File: config.mk
export PLATFORM = sky130hd
export DESIGN_NAME = prs_device_flat
export DESIGN_NICKNAME = d
export VERILOG_FILES = /design/src/rtl/prs_pkg.sv /design/src/rtl/prs_link_if.sv /design/src/rtl/prs_device.sv /design/src/flat_wrapper.sv
export VERILOG_INCLUDE_DIRS = /design/src /design/src/rtl
export SDC_FILE = /design/constraint.sdc
export NUM_CORES = 1
export LEC_CHECK = 0
export BUFFER_PORTS_ARGS = -buffer_cell sky130_fd_sc_hd__buf_4
export CAP_MARGIN = 40
export CORE_MARGIN = 3
export CORE_UTILIZATION = 45
export DETAILED_ROUTE_END_ITERATION = 7
export PLACE_DENSITY = 0.65
export SLEW_MARGIN = 25
export SYNTH_ARGS = -nofsm -noshare
export SYNTH_HDL_FRONTEND = slang
export SYNTH_SLANG_ARGS = --single-unit
File: constraint.sdc
create_clock -name clk -period 1.9 [get_ports clk]
set_input_delay 0.285 -clock clk [delete_from_list [all_inputs] [get_ports clk]]
set_output_delay 0.285 -clock clk [all_outputs]
set_load 0.01 [all_outputs]
File: src/rtl/prs_cfg.svh
// prs_cfg.svh: timing constants for the reset and power-up sequencer pair.
// assumes a 200 MHz clock; times in ns, cycle counts derived here.
`ifndef PRS_CFG_SVH
`define PRS_CFG_SVH
`define PRS_CLK_MHZ 200
`define PRS_INIT_NS 150000
`define PRS_RP_NS 200
`define PRS_RH_NS 200
`define PRS_RPH_NS 400
// longest time rounds down, least times round up
`define PRS_INIT_CYC ((`PRS_INIT_NS * `PRS_CLK_MHZ) / 1000)
`define PRS_RP_CYC ((`PRS_RP_NS * `PRS_CLK_MHZ + 999) / 1000)
`define PRS_RH_CYC ((`PRS_RH_NS * `PRS_CLK_MHZ + 999) / 1000)
`define PRS_RPH_CYC ((`PRS_RPH_NS * `PRS_CLK_MHZ + 999) / 1000)
// cycles from a pin edge to the device state register:
// three sync flops, the agreement flop and the state flop
`define PRS_PIN_LAT_CYC 5
`define PRS_ROW_RST 16'h0000
`define PRS_CFG_RST 16'h8f1f
`endif

File: src/rtl/prs_pkg.sv
// prs_pkg.sv: shared types of the sequencer pair.
// assumes nothing beyond the compiler.
`default_nettype none
package prs_pkg;
  typedef enum logic [2:0] {
    PRS_OFF = 3'b000,
    PRS_INIT = 3'b001,
    PRS_READY = 3'b011,
    PRS_SLEEP = 3'b010,
    PRS_HOLD = 3'b110
  } prs_dev_e;
  typedef enum logic [2:0] {
    PRH_RESET = 3'b000,
    PRH_GAP = 3'b001,
    PRH_WAIT = 3'b011,
    PRH_IDLE = 3'b010,
    PRH_BUSY = 3'b110
  } prs_host_e;
endpackage
`default_nettype wire

File: src/rtl/prs_link_if.sv
// prs_link_if.sv: link between host and memory device (restore and select).
// assumes both ends run on the same clk.
`timescale 1ns/100ps
`default_nettype none
interface prs_link_if;
  logic restoreN;
  logic selectN;
  modport host (output restoreN, output selectN);
  modport dev (input restoreN, input selectN);
endinterface
`default_nettype wire

File: src/rtl/prs_device.sv
// prs_device.sv: device end; power-up init, hardware restore, refresh control.
// assumes restoreN and selectN arrive as pins from the host.
// pins are taken through a three-flop bank, so every reaction to the host
// lags its pin by a few cycles; all outputs come from flops.
`timescale 1ns/100ps
`default_nettype none
`include "prs_cfg.svh"
module prs_device
  import prs_pkg::*;
#(
  parameter int INIT_CYC = `PRS_INIT_CYC,
  parameter int ROW_W = 16
) (
  // clock and reset
  input wire logic clk,
  input wire logic rst,
  // supply sensor
  input wire logic supplyOk,
  // link
  prs_link_if.dev link,
  // user side
  input wire logic sleepReq,
  input wire logic [15:0] cfgWrData,
  input wire logic cfgWrEn,
  output logic ready,
  output logic refreshOn,
  output logic [ROW_W-1:0] refreshRow,
  output logic [15:0] cfgReg,
  output logic inDeepSleep,
  output logic selectViolation
);
  // pin bank: restore, select and supply each pass the same synchroniser
  localparam int PIN_RESTORE = 0;
  localparam int PIN_SELECT = 1;
  localparam int PIN_SUPPLY = 2;
  localparam int PIN_N = 3;

  // level each pin is taken to rest at while rst holds the bank; restore
  // reads as asserted and select as idle, so nothing starts before a sample
  localparam logic [PIN_N-1:0] PIN_IDLE = 3'h2;

  // default values put back by a restore or a power loss
  localparam logic [ROW_W-1:0] ROW_DEF = ROW_W'(`PRS_ROW_RST);
  localparam logic [15:0] CFG_DEF = `PRS_CFG_RST;

  // raw levels, gathered so one loop serves all of them
  wire logic [PIN_N-1:0] pinRaw;
  assign pinRaw[PIN_RESTORE] = link.restoreN;
  assign pinRaw[PIN_SELECT] = link.selectN;
  assign pinRaw[PIN_SUPPLY] = supplyOk;
  // settled levels after three flops and agreement of the last two
  wire logic [PIN_N-1:0] pinLvl;

  // three-stage synchronisers; stage 1 feeds only stage 2
  // a level is taken only when stages 2 and 3 agree, so a glitch that
  // slips past the first flop never reaches the sequence
  for (genvar p = 0; p < PIN_N; p++) begin : g_pinSync
    logic [2:0] sync_q;
    logic lvl_q;
    wire logic agree = (sync_q[1] == sync_q[2]);
    always_ff @(posedge clk) begin
      if (rst) begin
        sync_q <= {3{PIN_IDLE[p]}};
        lvl_q <= PIN_IDLE[p];
      end else begin
        sync_q <= {sync_q[1:0], pinRaw[p]};
        if (agree) lvl_q <= sync_q[2];
      end
    end
    assign pinLvl[p] = lvl_q;
  end

  // settled pin meanings
  wire logic restoreHi = pinLvl[PIN_RESTORE];
  wire logic restoreLo = ~pinLvl[PIN_RESTORE];
  wire logic selectLo = ~pinLvl[PIN_SELECT];
  wire logic powered = pinLvl[PIN_SUPPLY];

  // state and init counter
  // OFF: no supply; INIT: array walk; READY: normal use;
  // SLEEP: deepest sleep; HOLD: restore held low, refresh halted
  prs_dev_e state_q, state_d;
  logic [31:0] initCnt_q;
  // the pin bank adds a fixed lag before restore high is seen, so the count
  // is cut by that lag and ready still comes within the bound after the pin
  localparam int INIT_END = INIT_CYC - 1 - `PRS_PIN_LAT_CYC;
  wire logic initDone = (initCnt_q >= INIT_END);

  // decoded state and the conditions that steer the sequence
  wire logic inOff = (state_q == PRS_OFF);
  wire logic inInit = (state_q == PRS_INIT);
  wire logic inReady = (state_q == PRS_READY);
  wire logic inHold = (state_q == PRS_HOLD);
  wire logic startInit = powered && restoreHi;
  wire logic forceHold = powered && restoreLo && !inOff;

  // next state; a power loss, or a restore in any state but OFF, overrides whatever the case picks
  always_comb begin
    state_d = state_q;
    case (state_q)
      PRS_OFF: begin
        if (startInit) state_d = PRS_INIT;
      end
      PRS_INIT: begin
        if (initDone) state_d = PRS_READY;
      end
      PRS_READY: begin
        if (sleepReq) state_d = PRS_SLEEP;
      end
      PRS_SLEEP: begin
        // only a restore or a power loss leaves deepest sleep
        state_d = PRS_SLEEP;
      end
      default: begin
        // refresh was halted, so the array is walked again before use
        if (restoreHi) state_d = PRS_INIT;
      end
    endcase
    // restore low overrides any state but OFF, including deepest sleep
    if (forceHold) state_d = PRS_HOLD;
    if (!powered) state_d = PRS_OFF;
  end

  // state register
  always_ff @(posedge clk) begin
    if (rst) state_q <= PRS_OFF;
    else state_q <= state_d;
  end

  // init counter runs only in INIT, so each entry starts from zero;
  // 32 bits leave room for any init time a slower clock might need
  wire logic [31:0] initCnt_d = inInit ? (initCnt_q + 32'h1) : 32'h0;
  always_ff @(posedge clk) begin
    if (rst) initCnt_q <= 32'h0;
    else initCnt_q <= initCnt_d;
  end

  // registers that a restore or a power loss puts back to defaults
  wire logic toDefault = rst || inOff || inHold;

  // refresh engine: steps one row per cycle while allowed; halted in hold
  // and in deepest sleep, so rows near the old position may miss a deadline
  wire logic refreshRun = inInit || inReady;
  wire logic [ROW_W-1:0] rowNext = refreshRow + ROW_W'(1); // wraps over the array
  always_ff @(posedge clk) begin
    if (toDefault) refreshRow <= ROW_DEF;
    else if (refreshRun) refreshRow <= rowNext;
  end

  // configuration register, defaults on restore or power loss; a write
  // outside ready is dropped rather than queued, which keeps this simple
  wire logic cfgTake = cfgWrEn && inReady;
  always_ff @(posedge clk) begin
    if (toDefault) cfgReg <= CFG_DEF;
    else if (cfgTake) cfgReg <= cfgWrData;
  end

  // select seen in INIT or HOLD is a protocol fault; sticky until power loss,
  // so the cause survives the restore that the host issues to recover
  wire logic badSelect = selectLo && (inInit || inHold);
  wire logic violClear = rst || inOff;
  always_ff @(posedge clk) begin
    if (violClear) selectViolation <= 1'b0;
    else if (badSelect) selectViolation <= 1'b1;
  end

  // status decoded from the next state, so each flag moves with the state
  wire logic readyNext = (state_d == PRS_READY);
  wire logic sleepNext = (state_d == PRS_SLEEP);

  // ready flag
  always_ff @(posedge clk) begin
    if (rst) ready <= 1'b0;
    else ready <= readyNext;
  end

  // refresh status follows the engine one cycle later
  always_ff @(posedge clk) begin
    if (rst) refreshOn <= 1'b0;
    else refreshOn <= refreshRun;
  end

  // deepest sleep status
  always_ff @(posedge clk) begin
    if (rst) inDeepSleep <= 1'b0;
    else inDeepSleep <= sleepNext;
  end
endmodule // prs_device
`default_nettype wire

File: src/flat_wrapper.sv
// flat-port wrapper written by rule: the top's interface ports become plain ports
module prs_device_flat import prs_pkg::*;
#(
  parameter int INIT_CYC = `PRS_INIT_CYC,
  parameter int ROW_W = 16
)
  (clk, rst, supplyOk, sleepReq, cfgWrData, cfgWrEn, ready, refreshOn, refreshRow, cfgReg, inDeepSleep, selectViolation, link_restoreN, link_selectN);
  prs_link_if link_i ();
  input wire logic clk;
  input wire logic rst;
  input wire logic supplyOk;
  input wire logic sleepReq;
  input wire logic [15:0] cfgWrData;
  input wire logic cfgWrEn;
  output logic ready;
  output logic refreshOn;
  output logic [ROW_W-1:0] refreshRow;
  output logic [15:0] cfgReg;
  output logic inDeepSleep;
  output logic selectViolation;
  input wire logic [$bits(link_i.restoreN)-1:0] link_restoreN;
  input wire logic [$bits(link_i.selectN)-1:0] link_selectN;
  assign link_i.restoreN = link_restoreN;
  assign link_i.selectN = link_selectN;
  prs_device #(.INIT_CYC(INIT_CYC), .ROW_W(ROW_W)) u_core (.clk(clk), .rst(rst), .supplyOk(supplyOk), .link(link_i), .sleepReq(sleepReq), .cfgWrData(cfgWrData), .cfgWrEn(cfgWrEn), .ready(ready), .refreshOn(refreshOn), .refreshRow(refreshRow), .cfgReg(cfgReg), .inDeepSleep(inDeepSleep), .selectViolation(selectViolation));
endmodule
# Word-level counts from Yosys, hierarchy flattened
# Cells that the tools add are included.
# word_totals
regBits,83
out_inout_bits,36
wordCells,48
# op_classes
add_sub_neg,2
n_lt_le_gt_ge,1
bitwise,3
n_mux,7
n_eq_ne,9
reduce_logical,12
# op_table
op,n
$add A32 B1 Y32 const B,1
$ge A32 B15 Y1 const B,1
$mux W3,6
$add A16 B1 Y16 const B,1
$eq A3 B2 Y1 const B,4
$pmux W3 S4,1
$logic_and A1 B1 Y1,5
$logic_or A1 B1 Y1,4
$eq A1 B1 Y1,3
$eq A3 B1 Y1 const B,1
$eq A3 B3 Y1 const B,1
$logic_not A3 Y1,1
$not A1 Y1,3
$reduce_or A2 Y1,1
$logic_not A1 Y1,1

# Longest topological paths before layout
# Gate-level depths: netlist (run 1).
# depth
word_depth,6
depth_mapped,8

# Least setup slack after synthesis (run 1)
# No wires, ideal clock.
# synth_path
kind,register to register
startpoint,register u_core.initCnt_q[10]
endpoint,register u_core.initCnt_q[25]
arrival_ns,1.820
path_stages_with_launch,6
path_buffers,1
setup_time_ns,0.071
slack_ns,0.009
t_required_ns,1.829
cell_sequence,dfxtp_1 -> nand4_2 -> or4_4 -> buf_6 -> or4_1 -> a21oi_1
# synth_between
elab_chain_len,1
# synth_lines
item,line_no,source
"start, declared",prs_device.sv:83,logic [31:0] initCnt_q;
"start signal, assigned",prs_device.sv:135,else initCnt_q <= initCnt_d;
$add A32 B1 Y32,prs_device.sv:132,wire logic [31:0] initCnt_d = inInit ? (initCnt_q + 32'h1) : 32'h0;
# No other way between the ends.
# A chain may end at the register's enable or synchronous reset.

# Final worst setup path (run 1)
# layout_path
startpoint,register u_core.initCnt_q[13]
endpoint,register u_core.initCnt_q[21]
# Same word-level chain as after synthesis.

==> impl_metrics.yaml, run 1 <==
logic_synthesis:
  synth_fp_nets: 442
  synthTopCellsByArea: "dfxtp_1, nand2_1, a21oi_1, o31ai_1, nand3_1"
  syn_inst: 416
  synth_seq_cells: 83
  synth_cell_type_count: 40
  syn_area_per_cell_um2: 8.50
  yosys_warnings: 0
  ys_seq_area_share_pct: 47.0
  syn-cell-area_um2: 3540
  netlist.area_leader.share_pct: 47.0
  synth_top_area_cell: "dfxtp_1"
critical_path:
  critical-path-top-delay-family: "simple AND/OR/NAND/NOR gates"
  slowest_delay_ns: 0.53
  cp_max_fo: 6
  r2r_slack_ns: 0.09
  timing.rr.start: "u_core.initCnt_q[13]"
  crit_type: "flop to flop"
  critical_path_required_ns: 2.19
  critPathLaunch: "u_core.initCnt_q[13]"
  critPathLaunchType: "flop"
  slowest_stage: "or4_4"
  cp-end-kind: "flop"
  cp_num_buf_inv: 0
  rr_worst_depth: 4
  crit_end: "u_core.initCnt_q[21]"
  timing.rr.end: "u_core.initCnt_q[21]"
  cp.depth: 4
  path_cells: "nand4_1, or4_4, or4_1, a21oi_1"
  crit_arrival_ns: 2.10
clock_network:
  cts_max_level: 3
  cts_buffers: 9
  cts.path.max_buffers: 2
  clock_sinks: 83
  cts_tree: "done"
  clk_pin_slew_worst_paths_ns: 0.09
  clkLatencyLatePin_ns: 0.35
  clockRootBuffer: "clkbuf_8"
  holdBufCountCts: 0
sta:
  fmax_mhz: 551
  tightest_slew_ns: 0.596
  skew_ns: 0.00661
  finalSetupViolCount: 0
  finalCriticalPeriod_ns: 1.81
  finalHoldViolCount: 0
  timing.final.crit_share_pct: 95.5
  finalMaxSlewViolations: 0
  max_slew_margin_pct: 60.2
floorplan:
  fp.dieW_um: 94.7
  die_h_um: 94.7
  rows: 31
  dieArea_um2: 8960
  initial_core_util_pct: 47.5
  fp.coreArea_um2: 7450
  io_pins: 59
placed_design:
  dp_hpwl_mm: 5.94
  numPortBuffers: 58
  place_area_um2: 4260
  gp_congestion: 0.756
  placed_cells: 584
global_route:
  grt_pass1_wl_mm: 13.9
  grt_util_all_layers_pct: 19.6
  grt_max_degree: 31
  grt.overflow.total: 0
  first_global_vias: 3020
  antenna_found_initial: 0
layout:
  final_cell_area_um2: 4540
  drive_above_1_share_pct: 25.0
  diodes: 0
  fin_cells: 606
  utilization_pct: 61.0
  area_growth_pct: 28.4
  nNetsFinal: 528
status:
  status: "completed"
route:
  ant_nets: 0
  drt_first_iter_violations: 145
  wirelength_mm: 8.48
  vias: 3305
  wire_per_inst_um: 14.0
  drc_errors: 0
  dr.pass1.iters: 4
  drt-vias-per-instance: 5.45
run:
  maxCapViolations: 0
worst_hold_path:
  holdPathStages: 2
  hold_path.class: "input port to flop"
power_and_ir_drop:
  power_leakage_uw: 0.00164
  ir_drop_uv: 366
  power.density_nw_per_um2: 688
## logic make-up (layout without fill, tap and decap cells)
logic type	after synthesis	in the layout	share of synthesized area, %
XOR/XNOR	23	23	5.69
adder cells (fa/ha/maj)	3	3	1.06
AND/OR/NAND/NOR	195	197	29.0
AO/OA/AOI/OAI	76	76	12.9
multiplexers	1	1	0.283
buffers and inverters	35	124	4.00
flip-flops	83	83	47.0
## power by group
group,switching [µW],internal (µW)
clock,695,633
combinational,13.0,34.0
sequential,2.82,1750
## cell type report
type | count | area [µm²]
clock buffers | 9 | 124
clock inverters | 7 | 83.8
fillers | 689 | 2910
inverters | 12 | 45.0
multi-input cells | 300 | 1780
flip-flops and latches | 83 | 1670
well taps | 99 | 124
repair buffers | 96 | 721
## repair_timing
item | 4_1_cts | 5_1_grt
gates cloned | 1 | 1
pin swaps | 1 | 3
buffers inserted | 0 | 4
resized for setup | 1 | 9
setup endpoints to repair | 10 | 11
## how the worst min path moves through the flow
stage / from / endpoint / slack [ns]
3_5_place_dp: u_core.g_pinSync[1].sync_q[0] / u_core.g_pinSync[1].sync_q[1] / 0.41
5_1_grt: link_selectN / u_core.g_pinSync[1].sync_q[0] / 0.1
3_3_place_gp: u_core.g_pinSync[1].sync_q[0] / u_core.g_pinSync[1].sync_q[1] / 0.40
6_report: link_selectN / u_core.g_pinSync[1].sync_q[0] / 0.11
4_1_cts: link_selectN / u_core.g_pinSync[1].sync_q[0] / 0.1
2_1_floorplan: link_selectN / u_core.g_pinSync[1].sync_q[0] / 0.39
## flip-flops by register name (all words and copies together) (netlist names), 3 cells and up
| signal | count |
|---|---|
| u_core.g_pinSync.lvl_q | 3 |
| u_core.initCnt_q | 32 |
| u_core.refreshRow | 16 |
| u_core.cfgReg | 16 |
| u_core.state_q | 3 |
| u_core.g_pinSync.sync_q | 9 |
## cells in the mapped netlist
cell type and number:
a21boi_0 1, ha_1 3, nand4_2 1, nand4b_1 2
nand4_1 16, o21ai_0 9, nand3_1 26, nand2_1 55
nand2b_1 6, or4_1 17, nor2b_1 7, and4b_1 1
inv_1 12, or4_4 1, a31oi_1 1, mux2i_1 1
o21bai_1 1, or4bb_1 1, xor2_1 13, nor2_1 28
or3_1 5, o31ai_1 18, and2_1 2, buf_2 2
and3_1 3, a21o_1 1, nor4_1 9, o211ai_1 1
buf_6 1, dfxtp_1 83, a22oi_1 1, clkbuf_1 20
a21oi_1 36, and4_1 4, o22ai_1 1, xnor2_1 10
or2_2 4, nor3_1 7, o21a_1 4, a311oi_1 2
## worst register-to-register path, cell delays in order, from the launching register on
cell and delay (ns):
dfxtp_1 0.34, nand4_1 0.23, or4_4 0.53, or4_1 0.51, a21oi_1 0.15
## cells in the final DEF (no fill, tap or decap), drive strengths merged, types with 10 or more instances in the layout
| cell type | Yosys | routed |
|---|---|---|
| a21oi | 36 | 36 |
| dfxtp | 83 | 83 |
| o31ai | 18 | 18 |
| inv | 12 | 16 |
| nand4 | 17 | 17 |
| xnor2 | 10 | 10 |
| xor2 | 13 | 13 |
| buf | 3 | 96 |
| nand3 | 26 | 26 |
| nand2 | 55 | 55 |
| or4 | 18 | 20 |
| nor2 | 28 | 28 |
## per-stage QoR
step                hold slack [ns]  TNS (ns)  setup slack [ns]  total power [µW]
floorplan                     0.389         0           0.00936              1800
global placement              0.398         0            0.0195              1840
detailed placement            0.405   -0.0954           -0.0315              1840
CTS                          0.0951         0           0.00839              3160
global route                 0.0962    -0.132           -0.0311              3250
finish                        0.111         0            0.0854              3120
## metal layers
| layer | part of all wire (%) | GRT usage (%) | up-vias |
|---|---|---|---|
| li1 | - | - | 1659 |
| met1 | 45 | 25.0 | 1569 |
| met4 | 2.1 | 9.01 | 0 |
| met3 | 3.8 | 3.11 | 15 |
| met2 | 49 | 32.3 | 62 |
| met5 | 0 | 0 | - |
Power figures use the tool's default switching activity.
==> inputs of run 2 (changes only) <==
- ABC_AREA: not set -> 1
- PLACE_DENSITY: 0.65 -> 0.64
==> run 2 against run 1 <==
Net effect:
- sequential share of layout area grew 0.23 points
- final cell count grew 15%
- clock-buffer cell count grew 2
- critical endpoint is now u_core.initCnt_q[18]
- largest power group unchanged
==> impl_metrics.yaml, run 2 <==
logic_synthesis:
  postSynth.asyncResetShare_pct: 0
  synth_cell_type_count: 33
  syn_area_per_cell_um2: 7.07
  synthTopCellsByArea: "dfxtp_1, nand2_1, nor2_1, inv_1, a21oi_1"
  synthFlopType: "dfxtp_1"
  netlist.area_leader.share_pct: 44.4
  synth_common_cells: "nand2_1, dfxtp_1, nor2_1"
  syn_inst: 529
  syn-cell-area_um2: 3740
  synth_most_common_cell: "nand2_1"
  synth_seq_cells: 83
  ys_seq_area_share_pct: 44.4
  synth_fp_nets: 555
  yosys_warnings: 0
  synth_edf_count: 0
  synth_top_area_cell: "dfxtp_1"
layout:
  largest_reg_flops: 32
  final_cell_area_um2: 4500
  top_regs: "u_core.initCnt_q x32, u_core.cfgReg x16, u_core.refreshRow x16"
  drive_above_1_share_pct: 19.1
  final_cell_mix: "nand2_1, dfxtp_1, nor2_1"
  fill_cells: 778
  area_growth_pct: 20.3
  nNetsFinal: 618
  layout_commonest_cell: "nand2_1"
  diodes: 0
  top_register: "u_core.initCnt_q"
  fin_cells: 699
critical_path:
  crit_arrival_ns: 1.79
  rr_worst_depth: 8
  crit_type: "flop to flop"
  critPathLaunchType: "flop"
  path_cells: "ha_1, nand2_1, inv_1, nand3_2, nor3b_2, nand2_1, nor2_1, nor3_1"
  slowest_delay_ns: 0.40
  timing.rr.start: "u_core.initCnt_q[0]"
  r2r_slack_ns: 0.34
  cp-end-kind: "flop"
  critical_path_required_ns: 2.13
  crit_top_cell: "nand2_1"
  cp_num_buf_inv: 1
  slowest_stage: "dfxtp_1"
  cp_max_fo: 5
  critical-path-top-delay-family: "simple AND/OR/NAND/NOR gates"
  timing.rr.end: "u_core.initCnt_q[18]"
route:
  ant_nets: 0
  wire_per_inst_um: 12.3
  dr.pass1.iters: 4
  drt-vias-per-instance: 5.06
  met1_length_mm: 4.09
  vias: 3534
  highest_layer: "met4"
  wl_met2_mm: 3.94
  drt_first_iter_violations: 146
  wirelength_mm: 8.58
  met3_length_um: 419
  drc_errors: 0
floorplan:
  fp.dieW_um: 97.2
  io_pins: 59
  fp.coreArea_um2: 7890
  dieArea_um2: 9450
  initial_core_util_pct: 47.4
  rows: 32
  die_h_um: 97.2
clock_network:
  clkLatencyLatePin_ns: 0.35
  clock_sinks: 83
  holdBufCountCts: 0
  clockRootBuffer: "clkbuf_8"
  cts_buffers: 9
  cts_max_level: 3
  post_cts_resized: 0
  post_cts_buffers: 0
  clk_pin_slew_worst_paths_ns: 0.09
  cts.path.max_buffers: 2
  cts_tree: "done"
power_and_ir_drop:
  ir_drop_uv: 415
  finalPower_uw: 3140
  power_leakage_uw: 0.00173
  power.density_nw_per_um2: 697
sta:
  grt_setup_unrepaired: "no"
  tightest_slew_ns: 0.442
  setup-tns-final_ns: 0
  skew_ns: 0.0114
  max_slew_margin_pct: 70.5
  fmax_mhz: 641
  finalMaxSlewViolations: 0
  finalSetupViolCount: 0
  finalCriticalPeriod_ns: 1.56
  timing.final.crit_share_pct: 82.2
  finalHoldViolCount: 0
placed_design:
  placed_cells: 683
  gp_congestion: 0.894
  place_area_um2: 4290
  dp_hpwl_mm: 6.51
  numPortBuffers: 58
global_route:
  grt_max_degree: 25
  grt_util_all_layers_pct: 18.6
  grt_pass1_wl_mm: 14.6
  first_global_vias: 3263
  antenna_found_initial: 0
  grt.overflow.total: 0
status:
  status: "completed"
worst_hold_path:
  holdPathStages: 2
  min_from: "link_selectN"
  min_to: "u_core.g_pinSync[1].sync_q[0]"
  hold_path.class: "input port to flop"
run:
  maxCapViolations: 0
-- run 2: area by class of cell --
class	instances	area [µm²]	area share (%)
clock inverters	5	61.3	1.36
clock buffers	11	151	3.36
inverters	68	255	5.67
repair buffers	61	458	10.2
well taps	102	128	2.84
multi-input cells	369	1790	39.7
flip-flops and latches	83	1660	36.9
-- run 2: how the worst max path moves through the flow --
| stage | to | startpoint | cells after the start |
|---|---|---|---|
| after floorplan | u_core.refreshRow[15] | u_core.refreshRow[0] | 9 |
| after global placement | u_core.initCnt_q[18] | u_core.initCnt_q[0] | 8 |
| after detailed placement | u_core.initCnt_q[18] | u_core.initCnt_q[1] | 8 |
| after CTS | u_core.initCnt_q[18] | u_core.initCnt_q[1] | 8 |
| after global routing | u_core.initCnt_q[18] | u_core.initCnt_q[0] | 8 |
| final | u_core.initCnt_q[18] | u_core.initCnt_q[0] | 8 |
-- run 2: stage by stage --
step                worst slack (ns)  utilization (%)  hold WS [ns]
CTS                            0.311             57.1         0.100
detailed placement             0.328             54.4         0.395
global route                   0.107             57.1         0.103
floorplan                      0.520                -         0.388
finish                         0.339             57.1         0.112
global placement               0.397             54.4         0.390
-- run 2: per-layer routing --
metal	up-vias	global-route usage (%)
met2	73	29.9
li1	1824	-
met1	1624	24.2
met5	-	0
met4	0	6.26
met3	13	4.81
-- run 2: worst reg2reg max path: stages, from the launching register on --
cell and delay [ns]:
dfxtp_1 0.40, ha_1 0.25, nand2_1 0.07, inv_1 0.09, nand3_2 0.14, nor3b_2 0.28, nand2_1 0.08, nor2_1 0.09
nor3_1 0.05
-- run 2: kinds of logic (layout without fill, tap and decap cells) --
group	count (synthesis)	in the layout	share of synthesized area (%)
DFF	83	83	44.4
and+or+nand+nor	294	294	36.1
adders and majority gates	3	3	1.00
xor gates and xnor gates	6	6	1.40
AOI/OAI and AO/OA	66	66	9.23
buffers and inverters	77	145	7.89
-- run 2: report_power, final --
group | switching [µW] | total [µW] | leakage [µW] | internal (µW)
Clock | 655 | 1340 | 0.000109 | 684
Combinational | 15.6 | 48.3 | 0.000949 | 32.7
Sequential | 2.54 | 1750 | 0.000670 | 1750
